**config.mk**
```make
export PLATFORM = sky130hd
export DESIGN_NAME = gpa_port
export DESIGN_NICKNAME = d
export VERILOG_FILES = /design/src/design/gpa_pkg.sv /design/src/design/gpa_sync.sv /design/src/design/gpa_pin_cell.sv /design/src/design/gpa_port.sv
export VERILOG_INCLUDE_DIRS = /design/src /design/src/design
export SDC_FILE = /design/constraint.sdc
export NUM_CORES = 1
export LEC_CHECK = 0
export BUFFER_PORTS_ARGS = -buffer_cell sky130_fd_sc_hd__clkbuf_2
export CAP_MARGIN = 20
export CORE_MARGIN = 2
export CORE_UTILIZATION = 60
export CTS_CLUSTER_DIAMETER = 120
export DETAILED_ROUTE_END_ITERATION = 16
export GPL_TIMING_DRIVEN = 0
export PLACE_DENSITY = 0.84
export SLEW_MARGIN = 20
export SYNTH_ARGS = -nofsm -noshare
export SYNTH_HDL_FRONTEND = slang
export SYNTH_HIERARCHICAL = 1
export SYNTH_SLANG_ARGS = --single-unit
```
**constraint.sdc**
```tcl
create_clock -name mclk -period 5.6 [get_ports mclk]
set_input_delay 0 -clock mclk [delete_from_list [all_inputs] [get_ports mclk]]
set_output_delay 0 -clock mclk [all_outputs]
set_load 0.1 [all_outputs]
```
**src/design/gpa_params.svh**
```systemverilog
`ifndef GPA_PARAMS_SVH
`define GPA_PARAMS_SVH

// Register index on the plain register port
`define GPA_ADDR_W      3
`define GPA_OFS_LEVEL   3'h0
`define GPA_OFS_LATCH   3'h1
`define GPA_OFS_DIR     3'h2
`define GPA_OFS_ANALOG_SELECT_REG   3'h3
`define GPA_OFS_PCTL    3'h4

// Reset values
`define GPA_RST_LAT     8'h00
`define GPA_RST_DIR     8'hff
`define GPA_RST_ANS     5'h1f
`define GPA_RST_PCTL    3'h0
`define GPA_RST_DIV     2'h0

// Peripheral control field positions
`define GPA_PCTL_C1OE   0
`define GPA_PCTL_C2OE   1
`define GPA_PCTL_CVROE  2

// Analog select bit that serves pin five
`define GPA_ANS_PIN5    4

// Pin positions of the shared functions
`define GPA_PIN_COMPARATOR_REF_VOLTAGE_OUT   2
`define GPA_PIN_T0CK    4
`define GPA_PIN_SS      5
`define GPA_PIN_OSC2    6
`define GPA_PIN_OSC1    7

// Clock out divider: two-bit counter, output is its top bit (Fosc/4)
`define GPA_CLKOUT_BIT  1

`endif

```
**src/design/gpa_pkg.sv**
```systemverilog
package gpa_pkg;

  // Oscillator selections from the configuration word
  typedef enum logic [3:0] {
    GPA_OSC_LP      = 4'h0,
    GPA_OSC_XT      = 4'h1,
    GPA_OSC_HS      = 4'h2,
    GPA_OSC_RC      = 4'h3,
    GPA_OSC_RC_OSC_WITH_IO_MODE    = 4'h4,
    GPA_OSC_INTCK   = 4'h5,
    GPA_OSC_INTIO   = 4'h6,
    GPA_OSC_EXTCK   = 4'h7,
    GPA_OSC_EXTIO   = 4'h8
  } gpa_osc_mode_t;

  // Whole state of the port block
  typedef struct packed {
    logic [7:0]    lat;
    logic [7:0]    dir;
    logic [4:0]    ans;
    logic [2:0]    pctl;
    gpa_osc_mode_t osc;
    logic          cfg_done;
    logic [1:0]    div;
    logic [7:0]    pad_out;
    logic [7:0]    pad_oe_n;
    logic [7:0]    rdata;
    logic          t0ck;
    logic          ss_n;
  } gpa_state_t;

endpackage

```
**src/design/gpa_sync.sv**
```systemverilog
`timescale 1ns/10ps
module gpa_sync #(
  parameter int W = 8
) (
  input  wire logic         mclk,
  input  wire logic         sys_rst,
  input  wire logic [W-1:0] din,
  output logic      [W-1:0] dout
);
  typedef struct packed {
    logic [W-1:0] s1;
    logic [W-1:0] s2;
  } gpa_sync_st_t;

  gpa_sync_st_t st_q;
  gpa_sync_st_t st_d;

  // First stage feeds only the second one, to settle metastability
  always_comb
  begin
    st_d    = st_q;
    st_d.s1 = din;
    st_d.s2 = st_q.s1;
  end

  always_ff @(posedge mclk or posedge sys_rst)
  begin
    if (sys_rst)
      st_q <= '0;
    else
      st_q <= st_d;
  end

  assign dout = st_q.s2;
endmodule // gpa_sync

```
**src/design/gpa_pin_cell.sv**
```systemverilog
`timescale 1ns/10ps
module gpa_pin_cell (
  input  wire logic dir,
  input  wire logic lat,
  input  wire logic io_en,
  input  wire logic ana_sel,
  input  wire logic alt_en,
  input  wire logic alt_force,
  input  wire logic alt_val,
  input  wire logic kill,
  input  wire logic sync_in,
  output logic      drive_d,
  output logic      oe_n_d,
  output logic      level_rd
);
  // Output side: peripheral overrides come before plain port data
  always_comb
  begin
    drive_d = 1'b0;
    oe_n_d  = 1'b1;
    if (kill || (!io_en && !alt_force))
    begin
      drive_d = 1'b0;
      oe_n_d  = 1'b1;
    end
    else if (alt_force)
    begin
      drive_d = alt_val;
      oe_n_d  = 1'b0;
    end
    else
    begin
      oe_n_d  = dir;
      drive_d = (alt_en && !dir) ? alt_val : lat;
    end
  end

  // Input side: analog select or reference output blank the reading
  assign level_rd = io_en && !ana_sel && !kill && sync_in;
endmodule // gpa_pin_cell

```
**src/design/gpa_port.sv**
```systemverilog
// The strobed register port and the placing of the registers were decided locally.
`timescale 1ns/10ps
`include "gpa_params.svh"
// Function
// Direction bit 1 makes the pin an input, driver off.
// Direction bit 0 drives the pin from its latch bit.
// Pin-level read returns pins; pin-level write goes to the latch.
// Latch register reads back latched data for read-modify-write.
// Eight pins, each with direction, latch and pin-level bit.
// Bits six and seven read zero everywhere when oscillator owns them.
// Five analog-select bits for pins 0-3 and 5, all analog after reset.
// Analog pins read zero after reset; pin four starts digital input.
// Analog select blocks digital input; output still follows direction. Only the pin-level read is blanked; slave select still sees analog pin five.
// Software keeps direction set to input on analog pins.
// Enabled comparator output overrides latch on pins four/five when output.
// Reference voltage output on pin two kills digital in and out.
// Pin six is port I/O only in the three with-I/O oscillator modes.
// Pin six outputs Fosc/4 in the three clock-out modes.
// An enabled shared peripheral takes the pin from port use.
// Pin four as input feeds the timer0 external clock.
// Pin five as input feeds the serial port slave select.
// This block is one of up to five such ports.
// Pin seven is port I/O only when no external oscillator uses it.
// Pin levels are synchronised before the pin-level read path.
module gpa_port (
  input  wire logic                        mclk,
  input  wire logic                        sys_rst,
  input  wire logic [`GPA_ADDR_W-1:0]      reg_addr,
  input  wire logic [7:0]                  reg_wdata,
  input  wire logic                        reg_wr,
  input  wire logic                        reg_rd,
  output logic      [7:0]                  reg_rdata,
  input  wire gpa_pkg::gpa_osc_mode_t      osc_cfg,
  input  wire logic                        comparator_one_output,
  input  wire logic                        comparator_two_output,
  input  wire logic [7:0]                  pad_in,
  output logic      [7:0]                  pad_out,
  output logic      [7:0]                  pad_oe_n,
  output logic                             timer0_ext_clock_in,
  output logic                             ssp_select_n
);
  import gpa_pkg::*;

  gpa_state_t st_q;
  gpa_state_t st_d;
  logic [7:0] pin_sync;
  logic [7:0] io_en;
  logic [7:0] ana_pin;
  logic [7:0] alt_en;
  logic [7:0] alt_force;
  logic [7:0] alt_val;
  logic [7:0] kill;
  logic [7:0] drive_d;
  logic [7:0] oe_n_d;
  logic [7:0] level_rd;
  logic       io6;
  logic       io7;
  logic       clkout6;
  logic [7:0] osc_mask;

  // Pins cross into the clock domain before anyone reads them
  gpa_sync #(
    .W (8)
  ) u_sync (
    .mclk    (mclk),
    .sys_rst (sys_rst),
    .din     (pad_in),
    .dout    (pin_sync)
  );

  // Oscillator selection decides who owns pins six and seven
  always_comb
  begin
    io6     = (st_q.osc == GPA_OSC_RC_OSC_WITH_IO_MODE) || (st_q.osc == GPA_OSC_INTIO) ||
              (st_q.osc == GPA_OSC_EXTIO);
    clkout6 = (st_q.osc == GPA_OSC_RC) || (st_q.osc == GPA_OSC_INTCK) ||
              (st_q.osc == GPA_OSC_EXTCK);
    io7     = (st_q.osc == GPA_OSC_INTIO) ||
              (st_q.osc == GPA_OSC_INTCK);
  end

  // Per-pin enables and peripheral overrides
  always_comb
  begin
    io_en      = {io7, io6, 6'h3f};
    osc_mask   = {io7, io6, 6'h3f};
    ana_pin    = {2'h0, st_q.ans[`GPA_ANS_PIN5], 1'b0,
                  st_q.ans[3:0]};
    alt_en     = 8'h00;
    alt_force  = 8'h00;
    alt_val    = 8'h00;
    kill       = 8'h00;
    // Comparator outputs win over latch data when enabled
    alt_en[`GPA_PIN_T0CK]   = st_q.pctl[`GPA_PCTL_C1OE];
    alt_val[`GPA_PIN_T0CK]  = comparator_one_output;
    alt_en[`GPA_PIN_SS]     = st_q.pctl[`GPA_PCTL_C2OE];
    alt_val[`GPA_PIN_SS]    = comparator_two_output;
    // Clock out ignores the direction bit entirely
    alt_force[`GPA_PIN_OSC2] = clkout6;
    alt_val[`GPA_PIN_OSC2]   = st_q.div[`GPA_CLKOUT_BIT];
    // Reference output is analog; digital buffers must let go
    kill[`GPA_PIN_COMPARATOR_REF_VOLTAGE_OUT]     = st_q.pctl[`GPA_PCTL_CVROE];
  end

  // One cell per pin; the direction bit still steers analog pins
  for (genvar i = 0; i < 8; i++)
  begin : g_pin
    gpa_pin_cell u_cell (
      .dir       (st_q.dir[i]),
      .lat       (st_q.lat[i]),
      .io_en     (io_en[i]),
      .ana_sel   (ana_pin[i]),
      .alt_en    (alt_en[i]),
      .alt_force (alt_force[i]),
      .alt_val   (alt_val[i]),
      .kill      (kill[i]),
      .sync_in   (pin_sync[i]),
      .drive_d   (drive_d[i]),
      .oe_n_d    (oe_n_d[i]),
      .level_rd  (level_rd[i])
    );
  end

  // Next state: config capture, register writes, reads, pin outputs
  always_comb
  begin
    st_d = st_q;
    // Oscillator straps are taken once, on the first edge after reset
    if (!st_q.cfg_done)
    begin
      st_d.osc      = osc_cfg;
      st_d.cfg_done = 1'b1;
    end
    st_d.div = st_q.div + 2'h1;
    // This port's own register set, one of several identical ports
    if (reg_wr)
    begin
      unique case (reg_addr)
        `GPA_OFS_LEVEL: st_d.lat  = reg_wdata;
        `GPA_OFS_LATCH: st_d.lat  = reg_wdata;
        `GPA_OFS_DIR:   st_d.dir  = reg_wdata;
        `GPA_OFS_ANALOG_SELECT_REG: st_d.ans  = reg_wdata[4:0];
        `GPA_OFS_PCTL:  st_d.pctl = reg_wdata[2:0];
        default:        st_d.lat  = st_q.lat;
      endcase
    end
    // Read data stand for the one cycle after the strobe only
    st_d.rdata = 8'h00;
    if (reg_rd)
    begin
      unique case (reg_addr)
        `GPA_OFS_LEVEL: st_d.rdata = level_rd & osc_mask;
        `GPA_OFS_LATCH: st_d.rdata = st_q.lat & osc_mask;
        `GPA_OFS_DIR:   st_d.rdata = st_q.dir & osc_mask;
        `GPA_OFS_ANALOG_SELECT_REG: st_d.rdata = {3'h0, st_q.ans};
        `GPA_OFS_PCTL:  st_d.rdata = {5'h00, st_q.pctl};
        default:        st_d.rdata = 8'h00;
      endcase
    end
    st_d.pad_out  = drive_d;
    st_d.pad_oe_n = oe_n_d;
    // Timer0 and slave select only see the pin while it is an input
    st_d.t0ck = st_q.dir[`GPA_PIN_T0CK] &
                pin_sync[`GPA_PIN_T0CK];
    st_d.ss_n = st_q.dir[`GPA_PIN_SS] ?
                pin_sync[`GPA_PIN_SS] : 1'b1;
  end

  // Reset leaves analog pins analog and every pin an input
  always_ff @(posedge mclk or posedge sys_rst)
  begin
    if (sys_rst)
    begin
      st_q          <= '0;
      st_q.lat      <= `GPA_RST_LAT;
      st_q.dir      <= `GPA_RST_DIR;
      st_q.ans      <= `GPA_RST_ANS;
      st_q.pctl     <= `GPA_RST_PCTL;
      st_q.osc      <= GPA_OSC_LP;
      st_q.div      <= `GPA_RST_DIV;
      st_q.pad_oe_n <= 8'hff;
      st_q.ss_n     <= 1'b1;
    end
    else
      st_q <= st_d;
  end

  assign reg_rdata           = st_q.rdata;
  assign pad_out             = st_q.pad_out;
  assign pad_oe_n            = st_q.pad_oe_n;
  assign timer0_ext_clock_in = st_q.t0ck;
  assign ssp_select_n        = st_q.ss_n;
endmodule // gpa_port

```
After elaboration in Yosys (flattened, before gate mapping)
Index checks and enable logic that the tools add are counted.
- flip-flop bits (word level): 73
- input port bits: 29
- output and inout bits: 26
- logic and storage cells: 74
- $add $sub $neg: 1
- eq/ne operators: 10
- mux-type cells: 13
- bitwise gates (word level): 4
- reductions and logical operators: 32
- operators by type and width (operator ; number):
    8-bit case mux with 5 select lines ; 1
    8-bit bitwise AND ; 3
    4-bit by 3-bit equality test with 1-bit output (second input constant) ; 4
    1-bit logical AND ; 11
    1-bit 2-to-1 mux ; 11
    1-bit zero test ; 10
    8-bit 2-to-1 mux ; 1
    2-bit AND reduction ; 4
    3-bit by 2-bit equality test with 1-bit output (second input constant) ; 2
    1-bit logical OR ; 5
    4-bit by 2-bit equality test with 1-bit output (second input constant) ; 1
    4-bit equality test (second input constant) ; 1
    3-bit by 1-bit equality test with 1-bit output (second input constant) ; 1
    3-bit equality test (second input constant) ; 1
    3-bit zero test ; 1
    2-bit by 1-bit adder with 2-bit output (second input constant) ; 1
    2-bit OR reduction ; 1
    1-bit bitwise AND ; 1

Longest topological paths before layout
Gate-level depths: netlist of run 1.
- depth after elaboration: 7
- mapped depth: 6
- depth with buffers taken out: 6

By module
Netlist of run 1, hierarchy kept.
- modules (own cells, without submodules) (module ; times used ; cells each ; area an instance (um^2) ; seq. area each (um^2)):
    gpa_port ; 1 ; 170 ; 2422.3 ; 1453.9
    gpa_pin_cell ; 8 ; 8 ; 60.1 ; 0.0
    gpa_sync ; 1 ; 17 ; 404.1 ; 400.4

Worst setup path before layout of run 1
No wires, ideal clock.
- path kind: register to register
- start: reg st_q[30] (netlist bit)
- end: reg st_q, in the netlist reg_rdata[6]
- setup time: 0.088 ns
- arrival time: 1.697 ns
- data required time: 5.512 ns
- slack: 3.815 ns
- stages on the path, launching flop included: 7
- path buffers: 0
- clock period less this slack: 1.785 ns
- cells stage by stage: dfrtp_1 or3b_1 a21oi_1 nor4bb_1 nor2_1 o31a_1 nor3b_1
- RTL lines (element ; RTL line ; source):
    from (decl) ; gpa_port.sv:44 ; gpa_state_t st_q;
    from (signal assigned) ; gpa_port.sv:185 ; st_q <= st_d;

==> impl_results.md, run 1 <==
* Status: finished, final reports clean
* Largest net degree at the start of global routing at slightly below 60
* Tmin final at between 2000 and 2500 ps
* Net Sw Power at ~420 uW
* DIE AREA at 6120 sq um
* Worst path required time at approximately 6000 ps
* CTS Buf Count at 9
* Synth top area share at 0.386
* DP Area at roughly 4000 sq um
* Cell Count, Final, Fillers Out at roughly 510
* VDD IR max at 0.302 mV
* Worst slack, placed at 3490 ps
* GP Congestion at between 0.8 and 0.9
* Leak pwr at 2.13 nW
* ANT nets after route at 0
* P_int at approximately 900 uW
* # port buffers at 54
* Critical Path Start Type: flop
* YS warnings at 6
* Fmax at 473 MHz
* Sequential area share after synthesis at 0.561
* CTS max path bufs at 2
* Synthesized area at around 3300 sq um
* Drt via density at around 4.8
* Post-CTS Setup Bufs at 0
* Kind of end point of the critical path: flop
* Setup_tns at 0 ps
* Final instance area at around 4400 sq um
* Top Ports at 55
* Initial Util at 0.612
* Final worst-path cycle share at 0.377
* Final Hold Fails at 0
* Clock skew at around 4.9 ps
* Hold crit path type: primary input to flop
* P&R area growth vs syn at 33.5%
* Most common cell after layout, fill and taps aside: conb_1
* Tot Pwr at 1.33 mW
* DRT Wirelength at ~7 mm
* CP max FO at 5
* Arr. time, crit path at 2350 ps
* Power per cell area at 300 nW/um^2
* Drt pass-1 iters at 5
* Initial antenna violation count at 0
* Hold bufs inserted after CTS at 24
* Sequential Power Share at 0.493
* Unique masters post-synth at 39
* Share of layout cells above drive strength 1 at 0.368
* Dominant cell type by area after synthesis: dfrtp_1
* Syn avg cell area at between 10 and 15 sq um
* RSZ-0062 raised after global routing: no
* Vias at roughly 2400
* Switching Fraction at 0.319
* Max_cap viols at 0
* Synthesized instance count at between 200 and 300
* Most frequent cells in the layout: conb_1 (92), clkbuf_2 (54), dfrtp_1 (51)
* Worst-path clk slew at roughly 80 ps
* DRT iter0 DRCs at 203
* Clk Latency, worst-skew pair at roughly 340 ps
* # DRC at 0
* H-Tree Level Count at 3
* Core Region at 5410 sq um
* Critical path class: flop to flop
* Comb power frac at 0.235
* Fin. max-slew vios at 0
* Clock share of power at 0.271
* GR Util All Layers at 0.256
* Final WS setup at 3490 ps
* Row cnt at 27
* Top cells by area, synth: dfrtp_1 (39%), dfstp_2 (17%), mux2_2 (11%), buf_4 (5.4%), nand4b_1 (4.2%)
* Clk sinks at 73
* Root buffer selected by CTS: clkbuf_8
* WL/cell at around 14 um
* Total gr overflow at 0
* Tightest Pin Transition at roughly 690 ps
* PostCTS Resize Cnt at 0
* FF+latch count, synth at 73
* Die Wd at 78.2 um
* Fill cells at around 330
* Nets at between 400 and 500
* Vias in the first global route at roughly 2600
* Max-slew headroom at 0.540
* First-pass GRT wire length at roughly 12 mm
* CTS tree: yes
* Setup Viol. Count Final at 0
* Die height at a little under 80 um
* DP Cell Count at 467
* Dpl hpwl at about 4.3 mm
* Ant diodes at 0
==> critical path, cell delays in order (launching register included) <==
cell,delay (ps)
dfrtp_1,420
or3b_1,380
a21oi_1,310
nor4bb_1,280
nor2_1,70
o31a_1,280
nor3b_1,260
==> registers in the layout, indices dropped and copies added (netlist names) <==
signal               flops
alt_en                   2
alt_val                  1
ana_pin                  5
kill                     1
pad_oe_n                 8
pad_out                  8
reg_rdata                8
ssp_select_n             1
st_q                    22
timer0_ext_clock_in      1
u_sync/dout              8
u_sync/st_d              8
==> cells by family (layout without fill, tap and decap cells) <==
group / after synthesis / count (layout) / share of synthesized area
AO/OA/AOI/OAI: 31 / 31 / 0.0636
XOR/XNOR: 2 / 2 / 0.00530
buffers and inverters: 32 / 126 / 0.0715
flip-flops: 73 / 73 / 0.561
multiplexers: 34 / 34 / 0.124
other: 2 / 92 / 0.00227
AND/OR/NAND/NOR: 77 / 77 / 0.172
==> synth_stat cells, drive strengths merged <==
master / instances
xor2: 1
nand4b: 16
nand3b: 2
xnor2: 1
nand2: 10
inv: 4
buf: 27
a32oi: 3
nand2b: 12
a22oi: 3
and3: 2
and2b: 9
o21ai: 1
o21a: 1
mux2i: 1
or3b: 1
nor4bb: 8
dfstp: 22
and2: 1
a31oi: 8
mux4: 2
nor3: 3
o31a: 1
dfrtp: 51
nor3b: 5
nor2: 5
o21bai: 8
a21oi: 6
mux2: 31
clkbuf: 1
nand3: 1
nor2b: 2
conb: 2
==> final cells by class <==
cell class | count | area (sq um) | area share
tap | 72 | 90.1 | 0.0204
clock buffer | 13 | 149 | 0.0337
inverter | 4 | 17.5 | 0.00397
timing repair buffer | 78 | 510 | 0.116
clock inverter | 3 | 17.5 | 0.00397
multi-input combinational | 236 | 1550 | 0.352
sequential | 73 | 1850 | 0.420
buffer | 28 | 221 | 0.0502
==> final timing paths <==
kind                                                from                  endpoint  slack, ps  cells after the start
min in group asynchronous                        sys_rst  u_sync/st_d[7]$_DFF_PP0_        310                      3
worst min register to register  u_sync/st_d[1]$_DFF_PP0_  u_sync/dout[1]$_DFF_PP0_        350                      0
worst max register to register      st_q[30]$_DFFE_PP0N_    reg_rdata[6]$_DFF_PP0_       3490                      6
max in group asynchronous                        sys_rst    reg_rdata[4]$_DFF_PP0_       4800                      3
worst min-delay path                         reg_addr[2]      st_q[54]$_DFFE_PP0P_        160                      3
worst max-delay path                st_q[30]$_DFFE_PP0N_    reg_rdata[6]$_DFF_PP0_       3490                      6
==> power by group through the flow <==
stage          combinational [mW]  sequential [mW]  clock (mW)
2_1_floorplan               0.238            0.660           0
3_3_place_gp                0.288            0.658           0
3_5_place_dp                0.295            0.662           0
4_1_cts                     0.309            0.653       0.363
5_1_grt                     0.334            0.663       0.389
6_report                    0.312            0.654       0.359
==> layer usage <==
metal | share of wire | vias to the layer above | track usage
met3 | 0.039 | 18 | 0.0609
li1 | - | 1158 | -
met5 | 0 | - | 0
met4 | 0.028 | 0 | 0.121
met1 | 0.40 | 1167 | 0.303
met2 | 0.53 | 69 | 0.441
==> metrics by stage <==
stage	hold slack, ps	utilization
finish	159	0.817
global route	150	0.817
global placement	107	0.741
floorplan	-86.3	-
detailed placement	110	0.741
CTS	142	0.817
Power figures use the tool's default switching activity.
==> run 2, diff against run 1 <==
--- a/config.mk
+++ b/config.mk
@@ -9,11 +9,11 @@
 export BUFFER_PORTS_ARGS = -buffer_cell sky130_fd_sc_hd__clkbuf_2
 export CAP_MARGIN = 20
 export CORE_MARGIN = 2
-export CORE_UTILIZATION = 60
+export CORE_UTILIZATION = 50
 export CTS_CLUSTER_DIAMETER = 120
 export DETAILED_ROUTE_END_ITERATION = 16
 export GPL_TIMING_DRIVEN = 0
-export PLACE_DENSITY = 0.84
+export PLACE_DENSITY = 0.75
 export SLEW_MARGIN = 20
 export SYNTH_ARGS = -nofsm -noshare
 export SYNTH_HDL_FRONTEND = slang
==> constraint.sdc (replaced) <==
create_clock -name mclk -period 1.8 [get_ports mclk]
set_input_delay 0 -clock mclk [delete_from_list [all_inputs] [get_ports mclk]]
set_output_delay 0 -clock mclk [all_outputs]
set_load 0.1 [all_outputs]
==> run 2 against run 1 <==
Effect of this change:
- die area increased by 19%
- worst hold slack got worse by 120 ps
- combinational power rose to 3.1 times the previous value
- sequential share of layout area shrank 0.40 points
- clock power rose to 3.3 times the previous value
- register-to-register slack lost 3500 ps
- first-iteration DRC count down 50%
- design area is 0.96% higher
- core utilization decreased by 12 points
- critical path depth is the same
- critical endpoint unchanged
- highest routed layer unchanged
==> impl_results.md, run 2 (synthesis results as in run 1) <==
* Status: finished, final reports clean
* RSZ-0062 raised after global routing: yes
* DRT iter0 DRCs at slightly above 100
* Worst-path clk slew at 80 ps
* Top Ports at 55
* # port buffers at 54
* GR Util All Layers at 0.196
* Worst path required time at ~2000 ps
* Critical Path Start Type: flop
* # DRC at 0
* Hold crit path type: primary input to flop
* Nets at 460
* Max-slew headroom at 0.550
* H-Tree Level Count at 3
* Max reg flops at 22
* WHS at roughly 38 ps
* Fmax at ~560 MHz
* Setup Viol. Count Final at 0
* Final Hold Fails at 0
* Final worst-path cycle share at 0.993
* GP Congestion at ~0.77
* Most common cell after layout, fill and taps aside: conb_1
* WL/cell at between 10 and 15 um
* Final WS setup at between 10 and 15 ps
* Vias in the first global route at between 2000 and 2500
* Drt via density at 4.46
* Ant diodes at 0
* Drt pass-1 iters at 4
* Clock skew at slightly below 7 ps
* CTS Buf Count at 9
* Cells on worst reg2reg path at 6
* Critical path class: flop to flop
* Fin. max-slew vios at 0
* Arr. time, crit path at 2050 ps
* Hold path depth at 3
* Core Region at 6390 sq um
* DRT Wirelength at ~6.4 mm
* Leak pwr at between 2 and 2.5 nW
* Worst slack, placed at -244 ps
* Max_cap viols at 0
* Kind of end point of the critical path: flop
* First-pass GRT wire length at between 10 and 15 mm
* Row cnt at 29
* P&R area growth vs syn at 34.8%
* Tmin final at between 1500 and 2000 ps
* Initial antenna violation count at 0
* R2R Path End: reg_rdata[6]$_DFF_PP0_
* Clk sinks at 73
* Root buffer selected by CTS: clkbuf_8
* DIE AREA at between 7000 and 8000 sq um
* Most frequent cells in the layout: conb_1 (92), clkbuf_2 (54), dfrtp_1 (51)
* DP Area at around 4000 sq um
* Crit Reg-Reg Startpoint: st_q[31]$_DFFE_PP0N_
* Final instance area at roughly 4500 sq um
* Largest reg by FF count: st_q
* CP max FO at 4
* Tot Pwr at ~4.2 mW
* ANT nets after route at 0
* Die height at between 80 and 90 um
* CTS max path bufs at 2
* Hold path startpoint: comparator_one_output
* Die Wd at between 80 and 90 um
* R2R Setup Slk at between 10 and 15 ps
* Largest net degree at the start of global routing at between 50 and 60
* Power per cell area at ~940 nW/um^2
* Hold EP: pad_out[4]$_DFF_PP0_
* CTS tree: yes
* Share of layout cells above drive strength 1 at 0.383
* Vias at ~2300
* Total gr overflow at 0
* Clk Latency, worst-skew pair at ~350 ps
* Tightest Pin Transition at roughly 680 ps
* VDD IR max at approximately 0.65 mV
* Initial Util at 0.518
* Dpl hpwl at approximately 4.3 mm
## run 2: changes by cell type in the layout (fill, tap and decap cells not counted), sizes merged
cell / previous run / this run
clkinv: 2 / 1
dlygate4sd3: 24 / 23
clkinvlp: 1 / 3
clkbuf: 68 / 67
buf: 27 / 29
## run 2: critical path, stage by stage, from the launching register on
cell,delay [ps]
dfrtp_1,410
or3b_1,370
a21oi_2,160
nor4bb_2,220
nor2_1,70
o31a_1,280
nor3b_2,190
## run 2: how the worst max path moves through the flow
| stage | start | endpoint | slack, ps | depth (start not counted) |
|---|---|---|---|---|
| after floorplan | st_q[30]$_DFFE_PP0N_ | reg_rdata[6]$_DFF_PP0_ | 10 | 6 |
| after global placement | sys_rst | pad_out[0]$_DFF_PP0_ | -350 | 2 |
| after detailed placement | st_q[30]$_DFFE_PP0N_ | reg_rdata[6]$_DFF_PP0_ | -240 | 6 |
| after CTS | st_q[31]$_DFFE_PP0N_ | reg_rdata[6]$_DFF_PP0_ | 6 | 6 |
| after global routing | st_q[31]$_DFFE_PP0N_ | reg_rdata[6]$_DFF_PP0_ | -120 | 6 |
| final | st_q[31]$_DFFE_PP0N_ | reg_rdata[6]$_DFF_PP0_ | 10 | 6 |
## run 2: routing by layer
metal	up-vias	GRT usage	part of all wire
met3	18	0.0399	0.039
met5	-	0	0
met4	0	0.105	0.030
li1	1155	-	-
met1	1061	0.234	0.42
met2	54	0.331	0.51
## run 2: per-stage QoR
step | setup TNS (ps) | util | std cells
2_1_floorplan | 0 | - | 341
3_3_place_gp | -12350 | 0.628 | 472
3_5_place_dp | -244 | 0.629 | 472
4_1_cts | 0 | 0.698 | 513
5_1_grt | -118 | 0.698 | 513
6_report | 0 | 0.698 | 513
## run 2: report_power, final
part / internal (mW) / total, mW / switching (mW)
logic: 0.387 / 0.970 / 0.583
registers: 1.89 / 2.03 / 0.142
clock network: 0.573 / 1.19 / 0.619
## run 2: area by class of cell
cell class	count	area, sq um
tap	77	96.3
clock inverter	4	27.5
buffer	28	221
fill	488	1930
multi-input combinational	236	1570
clock buffer	12	155
timing repair buffer	79	515
sequential	73	1850
inverter	4	17.5
## run 2: what timing repair did
action	CTS	global route
hold buffers	23	0
gates cloned	0	0
setup endpoints to repair	1	1
pin swaps	2	0
setup buffers	2	0
hold endpoints to repair	91	0
resized for setup	3	0
==> run 3, diff against run 2 <==
--- a/config.mk
+++ b/config.mk
@@ -6,9 +6,8 @@
 export SDC_FILE = /design/constraint.sdc
 export NUM_CORES = 1
 export LEC_CHECK = 0
-export BUFFER_PORTS_ARGS = -buffer_cell sky130_fd_sc_hd__clkbuf_2
+export BUFFER_PORTS_ARGS = -buffer_cell sky130_fd_sc_hd__buf_2
 export CAP_MARGIN = 20
-export CORE_MARGIN = 2
 export CORE_UTILIZATION = 50
 export CTS_CLUSTER_DIAMETER = 120
 export DETAILED_ROUTE_END_ITERATION = 16
==> run 3 against run 2 <==
Effect of this change:
- the flow now finishes with violations (setup timing)
- design area up 1.3%
- clock power up 22%
- wire length up 1.7%
- total power up 6.4%
- via count up 2.3%
- clock skew up 4.2 ps
- critical endpoint unchanged
==> impl_results.md, run 3 (synthesis results as in run 1) <==
* P_int at about 3.1 mW
* GP Congestion at between 0.7 and 0.8
* Row cnt at 29
* Final WS setup at -4.20 ps
* Fin. max-slew vios at 0
* Fmax at around 550 MHz
* Routing usage on met1 at 0.242
* Tmin final at around 1800 ps
* GR Util All Layers at 0.205
* CP max FO at 4
* Fill cells at 466
* Core Region at 6350 sq um
* Clk sinks at 73
* Clock share of power at 0.326
* Sequential Power Share at 0.455
* Status: finished with violations
* DRT Wirelength at about 6.5 mm
* Initial antenna violation count at 0
* Comb power frac at 0.219
* Max reg flops at 22
* CTS max path bufs at 2
* Clk Latency, worst-skew pair at about 350 ps
* GR Util met3 at 0.0457
* Tightest Pin Transition at 712 ps
* RSZ-0062 raised after global routing: yes
* CTS Buf Count at 9
* Max-slew headroom at 0.525
* Vias at 2341
* Largest reg by FF count: st_q
* Root buffer selected by CTS: clkbuf_8
* Max_cap viols at 0
* Worst-path clk slew at roughly 90 ps
* # port buffers at between 50 and 60
* Arr. time, crit path at between 2000 and 2500 ps
* GR peak layer: met2
* Global-route met2 utilization at 0.358
* Die height at between 80 and 90 um
* Leak pwr at around 2.2 nW
* Nets at 461
* P&R area growth vs syn at 36.5%
* Critical Path Start Type: flop
* DIE AREA at ~6900 sq um
* Drt pass-1 iters at 4
* Critical path class: flop to flop
* Final Hold Fails at 0
* WHS at roughly 120 ps
* Most common cell after layout, fill and taps aside: conb_1
* Ant diodes at 0
* Vias in the first global route at ~2300
* Share of layout cells above drive strength 1 at 0.387
* H-Tree Level Count at 3
* Top Ports at 55
* First-pass GRT wire length at roughly 11 mm
* Final worst-path cycle share at 1.00
* Die Wd at about 83 um
* Switching Fraction at 0.305
* Setup Viol. Count Final at 1
* DRT iter0 DRCs at 71
* Worst path required time at 2060 ps
* # DRC at 0
* WL/cell at ~13 um
* Power per cell area at 988 nW/um^2
* Net Sw Power at ~1.4 mW
* CTS tree: yes
* Most frequent cells in the layout: conb_1 (92), buf_2 (55), dfrtp_1 (51)
* Dpl hpwl at 4.31 mm
* ANT nets after route at 0
* Total gr overflow at 0
* Worst slack, placed at -268 ps
* VDD IR max at roughly 0.8 mV
* Hold crit path type: primary input to flop
* Clock skew at about 11 ps
* Drt via density at ~4.6
* Failing checks: setup timing
* Largest net degree at the start of global routing at 58
* Kind of end point of the critical path: flop
* Initial Util at 0.521
run 3: per-layer routing:
metal  wire length, um  vias to the layer above
met5                 0                        -
met4               113                        0
met3               205                       10
met2              3320                       42
met1              2840                     1132
li1                  -                     1157
run 3: power groups by stage:
stage / clock (mW) / sequential, mW / combinational (mW)
2_1_floorplan: 0 / 2.05 / 0.739
3_3_place_gp: 0 / 2.05 / 0.898
3_5_place_dp: 0 / 2.06 / 0.917
4_1_cts: 1.48 / 2.03 / 0.973
5_1_grt: 1.55 / 2.06 / 1.04
6_report: 1.45 / 2.03 / 0.978
run 3: final timing paths:
kind	start	end	slack, ps	depth (start not counted)
max in group asynchronous	sys_rst	st_q[52]$_DFFE_PP0P_	970	3
worst max-delay path	st_q[31]$_DFFE_PP0N_	reg_rdata[6]$_DFF_PP0_	-4	6
worst min register to register	u_sync/st_d[4]$_DFF_PP0_	u_sync/dout[4]$_DFF_PP0_	350	0
min in group asynchronous	sys_rst	u_sync/dout[1]$_DFF_PP0_	330	3
worst min-delay path	reg_addr[2]	st_q[50]$_DFFE_PP0P_	120	3
worst max register to register	st_q[31]$_DFFE_PP0N_	reg_rdata[6]$_DFF_PP0_	-4	6
run 3: per-stage QoR:
step	instance area, sq um	setup TNS [ps]	instances	utilization	total power [mW]
2_1_floorplan	3640	0	341	-	2.79
3_3_place_gp	4010	-12560	472	0.632	2.95
3_5_place_dp	4010	-268	472	0.632	2.98
4_1_cts	4510	0	514	0.711	4.49
5_1_grt	4520	-75.9	514	0.711	4.66
6_report	4520	-4.20	514	0.711	4.46
run 3: cell type report:
class	instances	area [sq um]	share of cell area
Inverter	4	17.5	0.00388
Multi-Input combinational cell	236	1570	0.348
Clock buffer	10	138	0.0305
Sequential cell	73	1850	0.411
Clock inverter	6	91.3	0.0202
Tap cell	77	96.3	0.0213
Timing Repair Buffer	80	526	0.116
Buffer	28	221	0.0490
run 3: repair_timing:
item	4_1_cts	5_1_grt
endpoints found under the hold margin	92	0
pin swaps	1	2
hold buffers	24	0
buffers inserted	2	0
resized for setup	3	1
endpoints found under the setup margin	1	1
run 3: critical path: stages (launching register included):
cell	delay, ps
dfrtp_1	410
or3b_4	380
a21oi_2	170
nor4bb_2	220
nor2_1	60
o31a_1	280
nor3b_2	190
